<file path="src/reset_init_consts.svh">
// Offsets, field positions, reset values and codes of the reset-state initializer
`ifndef RESET_INIT_CONSTS_SVH
`define RESET_INIT_CONSTS_SVH

// ========================================
// Register indices; byte address is four times the index
`define CAUSE_INDEX 8'h8e
`define FLAGS_INDEX 8'h03
`define IRQ_STAT_INDEX 8'h40
`define IRQ_MASK_INDEX 8'h41
`define REG_ADDR(idx) ({2'b00, (idx), 2'b00})

// ========================================
// Core flag fields
`define FLAG_INDIRECT_BANK 7
`define FLAG_BANK_HI 6
`define FLAG_BANK_LO 5
`define FLAG_TIMEOUT 4
`define FLAG_POWERDOWN 3
`define FLAG_SW_MASK 8'he7

// ========================================
// Reset-cause fields
`define CAUSE_POWERON 1
`define CAUSE_BROWNOUT 0
`define CAUSE_WIDTH 2

// ========================================
// Reset values and vectors
`define CAUSE_RESET 2'h0
`define CAUSE_BROWNOUT_VALUE 2'h2
`define FLAGS_POWER_ON 8'h18
`define PC_RESET 13'h0000
`define PC_VECTOR 13'h0004
`define NUM_EVENTS 7

`endif

</file>
<file path="src/reset_init_pkg.sv">
// Types shared by the reset-state initializer modules
package reset_init_pkg;

  // Reset and wake-up conditions, in falling priority
  typedef enum logic [2:0] {
    EV_NONE, EV_POWER_ON, EV_BROWN_OUT, EV_CLEAR_RUN, EV_CLEAR_SLEEP,
    EV_DOG_RESET, EV_DOG_WAKE, EV_IRQ_WAKE
  } event_kind_type;

  typedef enum {SEQ_IDLE, SEQ_WAIT_INSTR} seq_type;

  typedef enum {SEL_NONE, SEL_CAUSE, SEL_FLAGS, SEL_ISTAT, SEL_IMASK} reg_sel_type;

  typedef struct packed {
    logic indirect_bank_select;
    logic bank_hi;
    logic bank_lo;
    logic timeout;
    logic powerdown;
    logic zero;
    logic digit_carry;
    logic carry;
  } core_flags_type;

  typedef struct packed {
    logic [1:0] cause;
    core_flags_type flags;
    logic [12:0] pc;
    logic pc_load;
    seq_type seq;
    logic [31:0] prdata;
  } top_state_type;

  typedef struct packed {
    logic valid;
    event_kind_type kind;
  } enc_state_type;

  typedef struct packed {
    logic [6:0] status;
    logic [6:0] mask;
  } irq_state_type;

endpackage

</file>
<file path="src/event_link_if.sv">
// Event strobe and kind passed from the encoder to its consumers
`timescale 1ns/100ps
interface event_link_if;
  import reset_init_pkg::*;
  logic valid;
  event_kind_type kind;
  modport src(output valid, output kind);
  modport sink(input valid, input kind);
endinterface

</file>
<file path="src/reset_state_initializer.sv">
// Reset-state initializer: program counter, core flags and reset cause per event
`timescale 1ns/100ps
`include "reset_init_consts.svh"
module reset_state_initializer (
  input wire logic core_clk,
  input wire logic rst_n,
  input wire logic [11:0] paddr,
  input wire logic psel,
  input wire logic penable,
  input wire logic pwrite,
  input wire logic [31:0] pwdata,
  output logic [31:0] prdata,
  output logic pready,
  output logic pslverr,
  input wire logic por_req,
  input wire logic brownout_req,
  input wire logic master_clear_pin,
  input wire logic sleeping,
  input wire logic watchdog_timer_expire,
  input wire logic irq_wake_req,
  input wire logic [7:0] irq_source_flags,
  input wire logic global_irq_enable,
  input wire logic instr_done,
  input wire logic [12:0] core_pc,
  output logic [12:0] pc_value,
  output logic pc_load,
  output reset_init_pkg::core_flags_type core_flags,
  output logic [1:0] reset_cause_reg,
  output logic irq
);
  import reset_init_pkg::*;

  logic [1:0] rst_pipe;
  logic rst_sync;
  top_state_type state;
  top_state_type next_state;
  logic [6:0] irq_status;
  logic [6:0] irq_mask;
  logic apb_write;
  logic apb_setup;
  reg_sel_type wsel;
  reg_sel_type rsel;
  event_link_if ev ();

  // ========================================
  // Address decode shared by read, write and error paths
  function automatic reg_sel_type reg_decode(input logic [11:0] addr);
    if (addr == `REG_ADDR(`CAUSE_INDEX)) begin
      return SEL_CAUSE;
    end else if (addr == `REG_ADDR(`FLAGS_INDEX)) begin
      return SEL_FLAGS;
    end else if (addr == `REG_ADDR(`IRQ_STAT_INDEX)) begin
      return SEL_ISTAT;
    end else if (addr == `REG_ADDR(`IRQ_MASK_INDEX)) begin
      return SEL_IMASK;
    end else begin
      return SEL_NONE;
    end
  endfunction

  // ========================================
  // Reset release through two flip-flops
  always_ff @(posedge core_clk or negedge rst_n) begin
    if (!rst_n) begin
      rst_pipe <= 2'h0;
    end else begin
      rst_pipe <= {rst_pipe[0], 1'b1};
    end
  end
  assign rst_sync = rst_pipe[1];

  // ========================================
  // Sub-blocks
  event_encoder u_encoder (
    .clk(core_clk),
    .rst_n(rst_sync),
    .por_req(por_req),
    .brownout_req(brownout_req),
    .master_clear_pin(master_clear_pin),
    .sleeping(sleeping),
    .watchdog_timer_expire(watchdog_timer_expire),
    .irq_wake_req(irq_wake_req),
    .irq_source_flags(irq_source_flags),
    .ev(ev.src)
  );

  event_irq_bank u_irq (
    .clk(core_clk),
    .rst_n(rst_sync),
    .ev(ev.sink),
    .wr_status(apb_write && (wsel == SEL_ISTAT)),
    .wr_mask(apb_write && (wsel == SEL_IMASK)),
    .wdata(pwdata[6:0]),
    .status(irq_status),
    .mask(irq_mask),
    .irq(irq)
  );

  // ========================================
  // APB strobes; zero wait states
  assign apb_write = psel && penable && pwrite;
  assign apb_setup = psel && !penable;
  assign wsel = reg_decode(paddr);
  assign rsel = reg_decode(paddr);
  assign pready = 1'b1;
  assign pslverr = psel && penable && (wsel == SEL_NONE);

  // ========================================
  // Next state: software writes first, hardware events override
  always_comb begin
    next_state = state;
    next_state.pc_load = 1'b0;
    // Register writes
    if (apb_write && (wsel == SEL_CAUSE)) begin
      next_state.cause = pwdata[1:0];
    end
    if (apb_write && (wsel == SEL_FLAGS)) begin
      next_state.flags = core_flags_type'((pwdata[7:0] & `FLAG_SW_MASK) |
                                          (state.flags & ~`FLAG_SW_MASK));
    end
    // Vector jump after the instruction following the wake
    if ((state.seq == SEQ_WAIT_INSTR) && instr_done) begin
      next_state.pc = `PC_VECTOR;
      next_state.pc_load = 1'b1;
      next_state.seq = SEQ_IDLE;
    end
    // Reset and wake events
    if (ev.valid) begin
      next_state.seq = SEQ_IDLE;
      case (ev.kind)
        EV_POWER_ON: begin
          next_state.pc = `PC_RESET;
          next_state.pc_load = 1'b1;
          next_state.flags = core_flags_type'(`FLAGS_POWER_ON);
          next_state.cause[`CAUSE_POWERON] = 1'b0;
        end
        EV_BROWN_OUT: begin
          next_state.pc = `PC_RESET;
          next_state.pc_load = 1'b1;
          next_state.flags = core_flags_type'(`FLAGS_POWER_ON);
          next_state.cause = `CAUSE_BROWNOUT_VALUE;
        end
        EV_CLEAR_RUN: begin
          next_state.pc = `PC_RESET;
          next_state.pc_load = 1'b1;
          next_state.flags.indirect_bank_select = 1'b0;
          next_state.flags.bank_hi = 1'b0;
          next_state.flags.bank_lo = 1'b0;
        end
        EV_CLEAR_SLEEP: begin
          next_state.pc = `PC_RESET;
          next_state.pc_load = 1'b1;
          next_state.flags.indirect_bank_select = 1'b0;
          next_state.flags.bank_hi = 1'b0;
          next_state.flags.bank_lo = 1'b0;
          next_state.flags.timeout = 1'b1;
          next_state.flags.powerdown = 1'b0;
        end
        EV_DOG_RESET: begin
          next_state.pc = `PC_RESET;
          next_state.pc_load = 1'b1;
          next_state.flags.indirect_bank_select = 1'b0;
          next_state.flags.bank_hi = 1'b0;
          next_state.flags.bank_lo = 1'b0;
          next_state.flags.timeout = 1'b0;
        end
        EV_DOG_WAKE: begin
          next_state.pc = 13'(core_pc + 13'h0001);
          next_state.pc_load = 1'b1;
          next_state.flags.timeout = 1'b0;
          next_state.flags.powerdown = 1'b0;
        end
        EV_IRQ_WAKE: begin
          next_state.pc = 13'(core_pc + 13'h0001);
          next_state.pc_load = 1'b1;
          next_state.flags.timeout = 1'b1;
          next_state.flags.powerdown = 1'b0;
          if (global_irq_enable) begin
            next_state.seq = SEQ_WAIT_INSTR;
          end
        end
        default: begin
          next_state.seq = state.seq;
        end
      endcase
    end
    // Read data captured in the setup phase; upper bits zero
    if (apb_setup && !pwrite) begin
      case (rsel)
        SEL_CAUSE: next_state.prdata = {30'h0, state.cause};
        SEL_FLAGS: next_state.prdata = {24'h0, state.flags};
        SEL_ISTAT: next_state.prdata = {25'h0, irq_status};
        SEL_IMASK: next_state.prdata = {25'h0, irq_mask};
        default: next_state.prdata = 32'h0;
      endcase
    end
  end

  // State register; power-on values at reset
  always_ff @(posedge core_clk or negedge rst_sync) begin
    if (!rst_sync) begin
      state <= '{cause: `CAUSE_RESET, flags: core_flags_type'(`FLAGS_POWER_ON),
                 pc: `PC_RESET, pc_load: 1'b0, seq: SEQ_IDLE, prdata: 32'h0};
    end else begin
      state <= next_state;
    end
  end

  assign prdata = state.prdata;
  assign pc_value = state.pc;
  assign pc_load = state.pc_load;
  assign core_flags = state.flags;
  assign reset_cause_reg = state.cause;
endmodule

</file>
<file path="src/event_encoder.sv">
// Prioritises raw reset and wake-up requests into one event kind
`timescale 1ns/100ps
module event_encoder
  import reset_init_pkg::*;
(
  input wire logic clk,
  input wire logic rst_n,
  input wire logic por_req,
  input wire logic brownout_req,
  input wire logic master_clear_pin,
  input wire logic sleeping,
  input wire logic watchdog_timer_expire,
  input wire logic irq_wake_req,
  input wire logic [7:0] irq_source_flags,
  event_link_if.src ev
);
  enc_state_type state;
  enc_state_type next_state;

  // ========================================
  // Priority choice of the event
  always_comb begin
    next_state = '{valid: 1'b1, kind: EV_NONE};
    if (por_req) begin
      next_state.kind = EV_POWER_ON;
    end else if (brownout_req) begin
      next_state.kind = EV_BROWN_OUT;
    end else if (master_clear_pin) begin
      next_state.kind = sleeping ? EV_CLEAR_SLEEP : EV_CLEAR_RUN;
    end else if (watchdog_timer_expire) begin
      next_state.kind = sleeping ? EV_DOG_WAKE : EV_DOG_RESET;
    end else if (irq_wake_req && sleeping && (|irq_source_flags)) begin
      next_state.kind = EV_IRQ_WAKE; // Wake only with a source flag set
    end else begin
      next_state.valid = 1'b0;
    end
  end

  // Register the event
  always_ff @(posedge clk or negedge rst_n) begin
    if (!rst_n) begin
      state <= '{valid: 1'b0, kind: EV_NONE};
    end else begin
      state <= next_state;
    end
  end

  assign ev.valid = state.valid;
  assign ev.kind = state.kind;
endmodule

</file>
<file path="src/event_irq_bank.sv">
// Sticky event status bits, mask and level interrupt
`timescale 1ns/100ps
`include "reset_init_consts.svh"
module event_irq_bank
  import reset_init_pkg::*;
(
  input wire logic clk,
  input wire logic rst_n,
  event_link_if.sink ev,
  input wire logic wr_status,
  input wire logic wr_mask,
  input wire logic [6:0] wdata,
  output logic [6:0] status,
  output logic [6:0] mask,
  output logic irq
);
  irq_state_type state;
  irq_state_type next_state;
  logic [6:0] hit;

  // ========================================
  // One event line per status bit
  genvar i;
  generate
    for (i = 0; i < `NUM_EVENTS; i++) begin : g_hit
      assign hit[i] = ev.valid && (ev.kind == event_kind_type'(3'(i + 1)));
    end
  endgenerate

  // Write one to clear; a new event wins over the clear
  always_comb begin
    next_state = state;
    if (wr_status) begin
      next_state.status = state.status & ~wdata;
    end
    if (wr_mask) begin
      next_state.mask = wdata;
    end
    next_state.status = next_state.status | hit;
  end

  always_ff @(posedge clk or negedge rst_n) begin
    if (!rst_n) begin
      state <= '0;
    end else begin
      state <= next_state;
    end
  end

  assign status = state.status;
  assign mask = state.mask;
  assign irq = |(state.status & state.mask);
endmodule

</file>
<file path="config.mk">
export PLATFORM = sky130hd
export DESIGN_NAME = reset_state_initializer
export DESIGN_NICKNAME = d
export VERILOG_FILES = /design/src/reset_init_pkg.sv /design/src/event_link_if.sv /design/src/reset_state_initializer.sv /design/src/event_encoder.sv /design/src/event_irq_bank.sv
export VERILOG_INCLUDE_DIRS = /design/src
export SDC_FILE = /design/constraint.sdc
export NUM_CORES = 1
export LEC_CHECK = 0
export BUFFER_PORTS_ARGS = -buffer_cell sky130_fd_sc_hd__buf_2
export CAP_MARGIN = 10
export CORE_MARGIN = 2
export CORE_UTILIZATION = 43
export DETAILED_ROUTE_END_ITERATION = 12
export GPL_ROUTABILITY_DRIVEN = 0
export PLACE_DENSITY = 0.8
export SLEW_MARGIN = 20
export SYNTH_ARGS = -nofsm -noshare
export SYNTH_HDL_FRONTEND = slang
export SYNTH_SLANG_ARGS = --single-unit
</file>
<file path="constraint.sdc">
create_clock -name core_clk -period 2.8 [get_ports core_clk]
set_input_delay 0.84 -clock core_clk [delete_from_list [all_inputs] [get_ports core_clk]]
set_output_delay 0.84 -clock core_clk [all_outputs]
set_load 0.005 [all_outputs]
</file>
Word level (Yosys, flattened, before mapping)

Cells that the tools add are included.

Word-level logic and storage cells: 109
Output and inout port bits: 59
Input bits: 78
Flip-flop bits (word level): 108

Mux-type cells: 31
Add/subtract/negate cells: 1
Equal/unequal tests: 21
Bitwise gates (word level): 5
Reduce and logical (&&, ||, !) cells: 33

Operator list:

| operator                                         | number |
|---|---|
| == test 32 x 2 -> 1 bit (second input constant)  | 2 |
| == test 32 x 3 -> 1 bit (second input constant)  | 2 |
| case mux 32 bit (2 select lines)                 | 1 |
| 2-to-1 mux 56 bit                                | 1 |
| 2-to-1 mux 46 bit                                | 1 |
| 2-to-1 mux 3 bit                                 | 12 |
| == test 32 x 4 -> 1 bit (second input constant)  | 1 |
| zero test 32 bit                                 | 1 |
| case mux 8 bit (4 select lines)                  | 1 |
| case mux 14 bit (2 select lines)                 | 1 |
| == test 12 x 9 -> 1 bit (second input constant)  | 2 |
| logical AND 1 bit                                | 19 |
| == test 3 bit (second input constant)            | 5 |
| AND 7 bit                                        | 2 |
| adder 13 x 1 -> 13 bit (second input constant)   | 1 |
| == test 12 x 10 -> 1 bit (second input constant) | 1 |
| == test 12 x 4 -> 1 bit (second input constant)  | 1 |
| == test 3 x 2 -> 1 bit (second input constant)   | 4 |
| 2-to-1 mux 8 bit                                 | 1 |
| bitwise OR 8 x 5 -> 8 bit                        | 1 |
| OR reduction 8 bit                               | 1 |
| 2-to-1 mux 1 bit                                 | 7 |
| 2-to-1 mux 7 bit                                 | 1 |
| NOT 7 bit                                        | 1 |
| other kinds (14)                                 | 21 |

Depth between registers and ports, before layout

Gate-level depths: netlist of the first run.

Depth in word-level cells: 10
Gate-level depth with buffers: 6
Depth with buffers taken out: 5

Modules after synthesis

From an unflattened synthesis of the first run, not the netlist that was laid out.

Cells, all modules: 324
Area total of the unflattened synthesis: 3131.8 sq um

Modules (own cells, without submodules):

| module                  | cells an instance | times used | area an instance (sq um) |
|---|---|---|---|
| reset_state_initializer | 258               | 1          | 2306.0 |
| event_irq_bank          | 46                | 1          | 626.9 |
| event_encoder           | 20                | 1          | 198.9 |

Worst setup path before layout of the first run

No wires, ideal clock.

Kind: input to output
Start point: input paddr[11]
End point: output pslverr
Arrival time: 1.970 ns
Stages: 3
Data required time: 1.960 ns
Path slack: -0.010 ns
Path buffers: 0
Cells stage by stage: or4_4 > nor4_4 > a211oi_1

Word-level cells in the longest chain between the ends: 7

Ends and longest elaborated chain:

| item                                     | RTL line                       | text |
|---|---|---|
| from (decl)                              | reset_state_initializer.sv:7   | `input wire logic [11:0] paddr,` |
| == test 12 x 9 -> 1 bit (no source line) | --                             |  |
| 2-to-1 mux 3 bit                         | reset_state_initializer.sv:54  | `` end else if (addr == `REG_ADDR(`IRQ_MASK_INDEX)) begin `` |
| 2-to-1 mux 3 bit                         | reset_state_initializer.sv:52  | `` end else if (addr == `REG_ADDR(`IRQ_STAT_INDEX)) begin `` |
| 2-to-1 mux 3 bit                         | reset_state_initializer.sv:50  | `` end else if (addr == `REG_ADDR(`FLAGS_INDEX)) begin `` |
| 2-to-1 mux 3 bit *                       | reset_state_initializer.sv:48  | `` if (addr == `REG_ADDR(`CAUSE_INDEX)) begin `` |
| zero test 32 bit *                       | reset_state_initializer.sv:106 | `assign pslverr = psel && penable && (wsel == SEL_NONE);` |
| logical AND 1 bit *                      | reset_state_initializer.sv:106 |  |
| to (decl)                                | reset_state_initializer.sv:14  | `output logic pslverr,` |

Mark *: on every way between the ends. The rest lies on a longest branch, timed or not.

Worst setup path in the final report of the first run

Start point: input paddr[4]
End point: output pslverr

Same word-level chain as after synthesis.

==> metrics.csv, run 1 <==
stage,metric,value,unit
run,max_cap_violations,0,
critical_path,path_common_cell,buf_2,
power,seq_power_share,56.5,%
placed_design,post-place-ws,-0.0454,ns
die,pin_count,137,
sta,period_needed,2.77,ns
worst_hold_path,holdCritPathClass,in2async,
logic_synthesis,ys_ff_latch,53,
die,die_h,90.2,um
sta,worst_slack,0.0311,ns
global_routing,grt_pass1_wl,11.2,mm
placed_design,place_area,0.00348,mm2
logic_synthesis,yosys.cell_types.count,50,
sta,skew,0.00884,ns
final_layout,drive_gt1_share,33.4,%
final_layout,regArea,0.00133,mm2
placed_design,port_buffers,87,
power,vdd_ir_drop_max,0.232,mV
sta,setup_viol,0,
sta,final_max_slew_viol_count,0,
die,dieWidth,90.2,um
clock_network,insertion_delay,0.31,ns
sta,slew_headroom,58.0,%
clock_network,tritoncts,built,
die,start_util,44.3,%
power,power.density,423,mW/mm2
critical_path,cp-start-kind,primary input,
global_routing,grt_max_degree,52,
power,clock_power_share,27.9,%
logic_synthesis,synth_warnings,0,
critical_path,worst_setup_path_end_kind,output pin,
route,first_pass_iters,4,
die,core,0.00721,mm2
logic_synthesis,synth_top_area_share,40.0,%
route,drt-initial-drc-count,148,
final_layout,multi_input_area,0.00148,mm2
final_layout,final_cell_area,0.00357,mm2
global_routing,grt_util_all_layers,16.8,%
logic_synthesis,ys_seq_area_share,41.6,%
logic_synthesis,ys_top_cells_by_area,"dfrtp_1, buf_4, mux2_2",
final_layout,areaGrowthSynthToFinish,11.7,%
power,p_int,0.00109,W
route,wl,6.89,mm
global_routing,grt-ovfl-total,0,
final_layout,final_cells,497,
sta,post-route-period-util,98.9,%
critical_path,crit_arrival,1.93,ns
power,p_switching,0.000422,W
critical_path,cp_max_fo,2,
final_layout,largest_register_ff_count,13,
route,via_count,2565,
sta,finalHoldViolCount,0,
status,status,completed,
logic_synthesis,synthCells,333,
die,die-area,0.00813,mm2
global_routing,grt_pass1_vias,2396,
final_layout,fill_cells,691,
sta,tightestPinTransition,0.630,ns
clock_network,clock_path_buffers,2,
sta,rsz0062_at_grt,false,
critical_path,slowest_delay,0.54,ns
route,antenna_left,0,
route,viasPerCell,5.16,
clock_network,h-tree-depth,2,
logic_synthesis,yosys.area.top_type,dfrtp_1,
die,rows,31,
placed_design,dp_hpwl,5.36,mm
critical_path,timing_worst_setup_path_type,in2out,
logic_synthesis,syn_avg_cell_area,9.59,um2
power,power_leakage,1.68,nW
final_layout,num_antenna_cells,0,
logic_synthesis,synth-async-reset-ratio,100,%
sta,clock.fmax,361,MHz
global_routing,antenna_found_initial,0,
clock_network,clkTransAtPathRegs,0.08,ns
route,wire_per_inst,13.9,um
logic_synthesis,synth-edff-count,0,
critical_path,path_cells,"buf_2, or4_4, nor4_4, a211oi_2, buf_2",
critical_path,crit_slowest_cell,or4_4,
power,p_comb_share,15.6,%
route,drc,0,
logic_synthesis,yosys_most_used_dff,dfrtp_1,
clock_network,ctsRootBufferMaster,clkbuf_8,
clock_network,cts_buffers,5,
clock_network,cts_hold_buf,0,
clock_network,clock-sinks,53,
critical_path,cp_data_required_time,1.96,ns
power,switching_share,28.0,%
placed_design,dp_cells,489,
final_layout,fin_nets,477,
logic_synthesis,syn_area,0.00319,mm2
-- area by class of cell --
class,instances,area share (%)
clock inverter,3,0.491
inverter,7,0.736
tap,99,3.47
sequential,53,37.3
timing repair buffer,98,14.5
multi-input combinational,232,41.5
clock buffer,5,1.93
-- path summary, 6_finish.rpt --
kind                                   endpoint  slack (ns)                 start  cells after the start
worst max-delay path                    pslverr        0.03              paddr[4]                      5
worst max register to register      pc_value[4]        0.80  u_encoder.ev.kind[1]                      4
max in group asynchronous       u_irq.status[6]        2.02           rst_pipe[1]                      0
min in group core_clk               rst_pipe[1]        0.36           rst_pipe[0]                      0
worst min register to register      pc_value[4]        0.35           rst_pipe[1]                      0
worst min-delay path                rst_pipe[1]        0.30                 rst_n                      1
-- power by group through the flow --
stage	combinational [W]	sequential, W	clock [W]
2_1_floorplan	0.000181	0.000849	0
3_5_place_dp	0.000233	0.000867	0
6_report	0.000236	0.000852	0.000421
4_1_cts	0.000235	0.000852	0.000431
5_1_grt	0.000262	0.000860	0.000468
3_3_place_gp	0.000225	0.000865	0
-- per-stage QoR --
step           TNS (ns)  hold slack (ns)  total power (W)  utilization, %
6_report              0            0.302          0.00151            49.5
5_1_grt               0            0.282          0.00159            49.5
4_1_cts               0            0.293          0.00152            49.4
3_5_place_dp    -0.0454            0.348          0.00110            48.2
3_3_place_gp    -0.0357            0.340          0.00109            48.2
2_1_floorplan  -0.00305            0.331          0.00103               -
-- cells in the final DEF (no fill, tap or decap), types with 14 or more instances in the layout --
master / instances
buf_2: 87
nand3_1: 14
a21oi_1: 15
conb_1: 26
nand2_1: 27
nor2_1: 17
o21ai_0: 20
mux2_2: 15
dfrtp_1: 50
-- timing repair --
item | 4_1_cts | 5_1_grt
gates resized for setup | 1 | 0
hold endpoints to repair | 0 | 0
buffers inserted | 0 | 0
endpoints found under the setup margin | 1 | 0
-- per-layer routing --
| layer | vias to the layer above | share of wire (%) | track usage (%) |
|---|---|---|---|
| met4 | 0 | 2.6 | 6.92 |
| met3 | 17 | 5.4 | 4.36 |
| met1 | 1217 | 43 | 21.0 |
| li1 | 1239 | - | - |
| met2 | 92 | 49 | 27.9 |
| met5 | - | 0 | 0 |
-- cell families (layout without fill, tap and decap cells) --
family | Yosys count | in the layout | synth area share (%)
adders and majority gates | 2 | 2 | 0.783
buffers and inverters | 72 | 113 | 15.1
AOI/OAI and AO/OA | 72 | 72 | 15.1
other | 2 | 26 | 0.235
and+or+nand+nor | 104 | 104 | 18.3
muxes | 17 | 17 | 5.91
DFF | 53 | 53 | 41.6
xor gates and xnor gates | 11 | 11 | 3.02
-- synthesized netlist by cell type, types with 2 or more instances --
library cell and n:
a21oi_1 15, a22o_1 4, a22oi_1 7, a31oi_1 2, a32o_1 3, and2_1 2, and3_1 4, buf_2 2
buf_4 56, clkbuf_1 6, conb_1 2, dfrtp_1 51, dfstp_2 2, ha_1 2, inv_1 7, mux2_2 15
mux2i_1 2, nand2_1 27, nand2b_1 4, nand3_1 14, nand4_1 4, nor2_1 17, nor2b_1 5, nor3_1 7
nor3b_1 2, nor4_1 7, nor4_4 2, o21ai_0 20, o2bb2ai_1 11, or4b_2 2, xnor2_1 9, xor2_1 2
-- critical path, delay by kind of cell --
family,cells,cell delay [ns]
AOI/OAI and AO/OA,1,0.05
buffers and inverters,2,0.25
and+or+nand+nor,2,0.80
Note: power is estimated with default switching activity, not from simulation.
==> inputs of run 2 (changes only) <==
Clock period 2.8 ns to 2.25 ns, I/O delays scaled along.
==> metrics.csv, run 2 (synthesis results as in run 1) <==
stage,metric,value,unit,change
status,status,"complete, but fails checks",,
status,violations,negative setup slack,,
critical_path,cp_top_family,simple AND/OR/NAND/NOR gates,,
placed_design,post-place-ws,-0.271,ns,-0.226 ns
route,drc,0,,unchanged
final_layout,mostFrequentLayoutCell,buf_2,,
global_routing,antenna_found_initial,0,,unchanged
die,rows,31,,unchanged
route,wl_met3,407,um,+8.5%
global_routing,grt_pass1_wl,11.5,mm,+2.6%
placed_design,port_buffers,87,,unchanged
final_layout,drive_gt1_share,35.4,%,+1.9 points
critical_path,cp-start-kind,primary input,,
sta,worst_slack,-0.214,ns,-0.245 ns
sta,post-route-period-util,110,%,
route,via_count,2621,,+2.2%
final_layout,fill_cells,660,,-4.5%
critical_path,worst_setup_path_end_kind,output pin,,
sta,rsz0062_at_grt,true,,
sta,setup_viol,2,,+2
route,antenna_left,0,,unchanged
final_layout,fin_nets,489,,+2.5%
clock_network,clkTransAtPathRegs,0.09,ns,about the same
die,core,0.00721,mm2,unchanged
power,power_leakage,1.78,nW,+5.8%
critical_path,crit_arrival,1.79,ns,-0.14 ns
route,drt-initial-drc-count,230,,+55%
sta,clock.fmax,406,MHz,
final_layout,num_antenna_cells,0,,unchanged
die,dieWidth,90.2,um,unchanged
global_routing,grt_util_all_layers,17.4,%,+0.54 points
worst_hold_path,holdCritPathClass,in2async,,
critical_path,reg2reg_depth,4,,unchanged
clock_network,ctsRootBufferMaster,clkbuf_8,,
critical_path,cp_max_fo,2,,unchanged
route,wire_per_inst,13.8,um,-0.39%
critical_path,cp_data_required_time,1.57,ns,-0.39 ns
route,first_pass_iters,4,,unchanged
sta,finalHoldViolCount,0,,unchanged
critical_path,crit_cells,5,,unchanged
critical_path,path_cells,"buf_6, or4_4, nor4_4, a211oi_2, buf_2",,
clock_network,cts_hold_buf,0,,unchanged
sta,period_needed,2.46,ns,
global_routing,grt_max_degree,24,,-54%
power,vdd_ir_drop_max,0.232,mV,-0.20%
clock_network,clock-sinks,53,,unchanged
clock_network,clock_path_buffers,2,,unchanged
final_layout,areaGrowthSynthToFinish,17.0,%,
die,pin_count,137,,unchanged
run,max_cap_violations,0,,unchanged
critical_path,timing_worst_setup_path_type,in2out,,
clock_network,tritoncts,built,,
route,top_layer,met4,,
final_layout,final_cell_mix,"buf_2, dfrtp_1, nand2_1",,
power,power.density,544,mW/mm2,+29%
die,start_util,44.3,%,unchanged
route,wl_met1,2.98,mm,about the same
global_routing,grt_pass1_vias,2442,,+1.9%
route,viasPerCell,5.15,,-0.23%
die,die_h,90.2,um,unchanged
die,die-area,0.00813,mm2,unchanged
route,wl,7.02,mm,+2.0%
clock_network,cts_buffers,5,,unchanged
sta,final_max_slew_viol_count,0,,unchanged
final_layout,largest_register_ff_count,13,,unchanged
critical_path,cp_num_buf_inv,2,,unchanged
critical_path,slowest_delay,0.54,ns,about the same
clock_network,insertion_delay,0.30,ns,about the same
clock_network,h-tree-depth,2,,unchanged
placed_design,dp_hpwl,5.46,mm,+1.8%
sta,skew,0.00778,ns,-0.00107 ns
critical_path,crit_slowest_cell,or4_4,,
global_routing,grt-ovfl-total,0,,unchanged
power,power,0.00203,W,+35%
route,wl_met2,3.52,mm,+4.8%
==> run 2: cell types whose count changed in the layout (fill, tap and decap cells not counted), moves of 2 or more <==
cell      delta
buf_2        -3
buf_4       +11
buf_6        +3
clkinv_2     -2
mux2_2       -2
mux2_4       +2
==> run 2: final timing paths <==
path	startpoint	end	slack (ns)
max in group asynchronous	rst_pipe[1]	u_irq.status[1]	1.40
worst min-delay path	rst_n	rst_pipe[1]	0.14
min in group core_clk	rst_pipe[0]	rst_pipe[1]	0.36
worst max register to register	u_encoder.ev.kind[2]	pc_value[4]	0.49
worst min register to register	rst_pipe[1]	pc_value[0]	0.23
worst max-delay path	paddr[11]	pslverr	-0.21
==> run 2: area by class of cell <==
type | count | area (um2) | area share [%]
inverters | 7 | 26.3 | 0.703
multi-input cells | 232 | 1500 | 40.2
flip-flops and latches | 53 | 1330 | 35.6
clock buffers | 7 | 86.3 | 2.31
well taps | 99 | 124 | 3.32
repair buffers | 110 | 639 | 17.1
clock inverters | 1 | 30.0 | 0.804
==> run 2: per-stage QoR <==
stage                     util [%]  instance area, um2  hold slack, ns  setup TNS [ns]  std cells
final                         51.8                3740           0.142          -0.220        509
after global routing          51.8                3740           0.127          -0.318        509
after global placement        49.4                3560           0.245           -1.90        498
after detailed placement      49.4                3560           0.247           -2.19        498
after CTS                     51.5                3720           0.135          -0.191        509
after floorplan                  -                3300           0.331          -0.641        357
==> run 2: repair_timing <==
action                     4_1_cts  5_1_grt
resized for setup                3        3
pin swaps                        3        3
setup endpoints to repair        1        8
setup buffers                    3        3
==> run 2: layer usage <==
layer | track usage (%) | vias to the layer above
met1 | 22.4 | 1245
met2 | 29.8 | 93
met4 | 4.87 | 0
met3 | 3.35 | 11
met5 | 0 | -
li1 | - | 1272
==> run 2: power by group <==
part | internal (W) | switching, W | total [W]
Clock | 0.000363 | 0.000296 | 0.000659
Sequential | 0.00100 | 0.0000463 | 0.00105
Combinational | 0.000151 | 0.000174 | 0.000325
Total | 0.00151 | 0.000516 | 0.00203
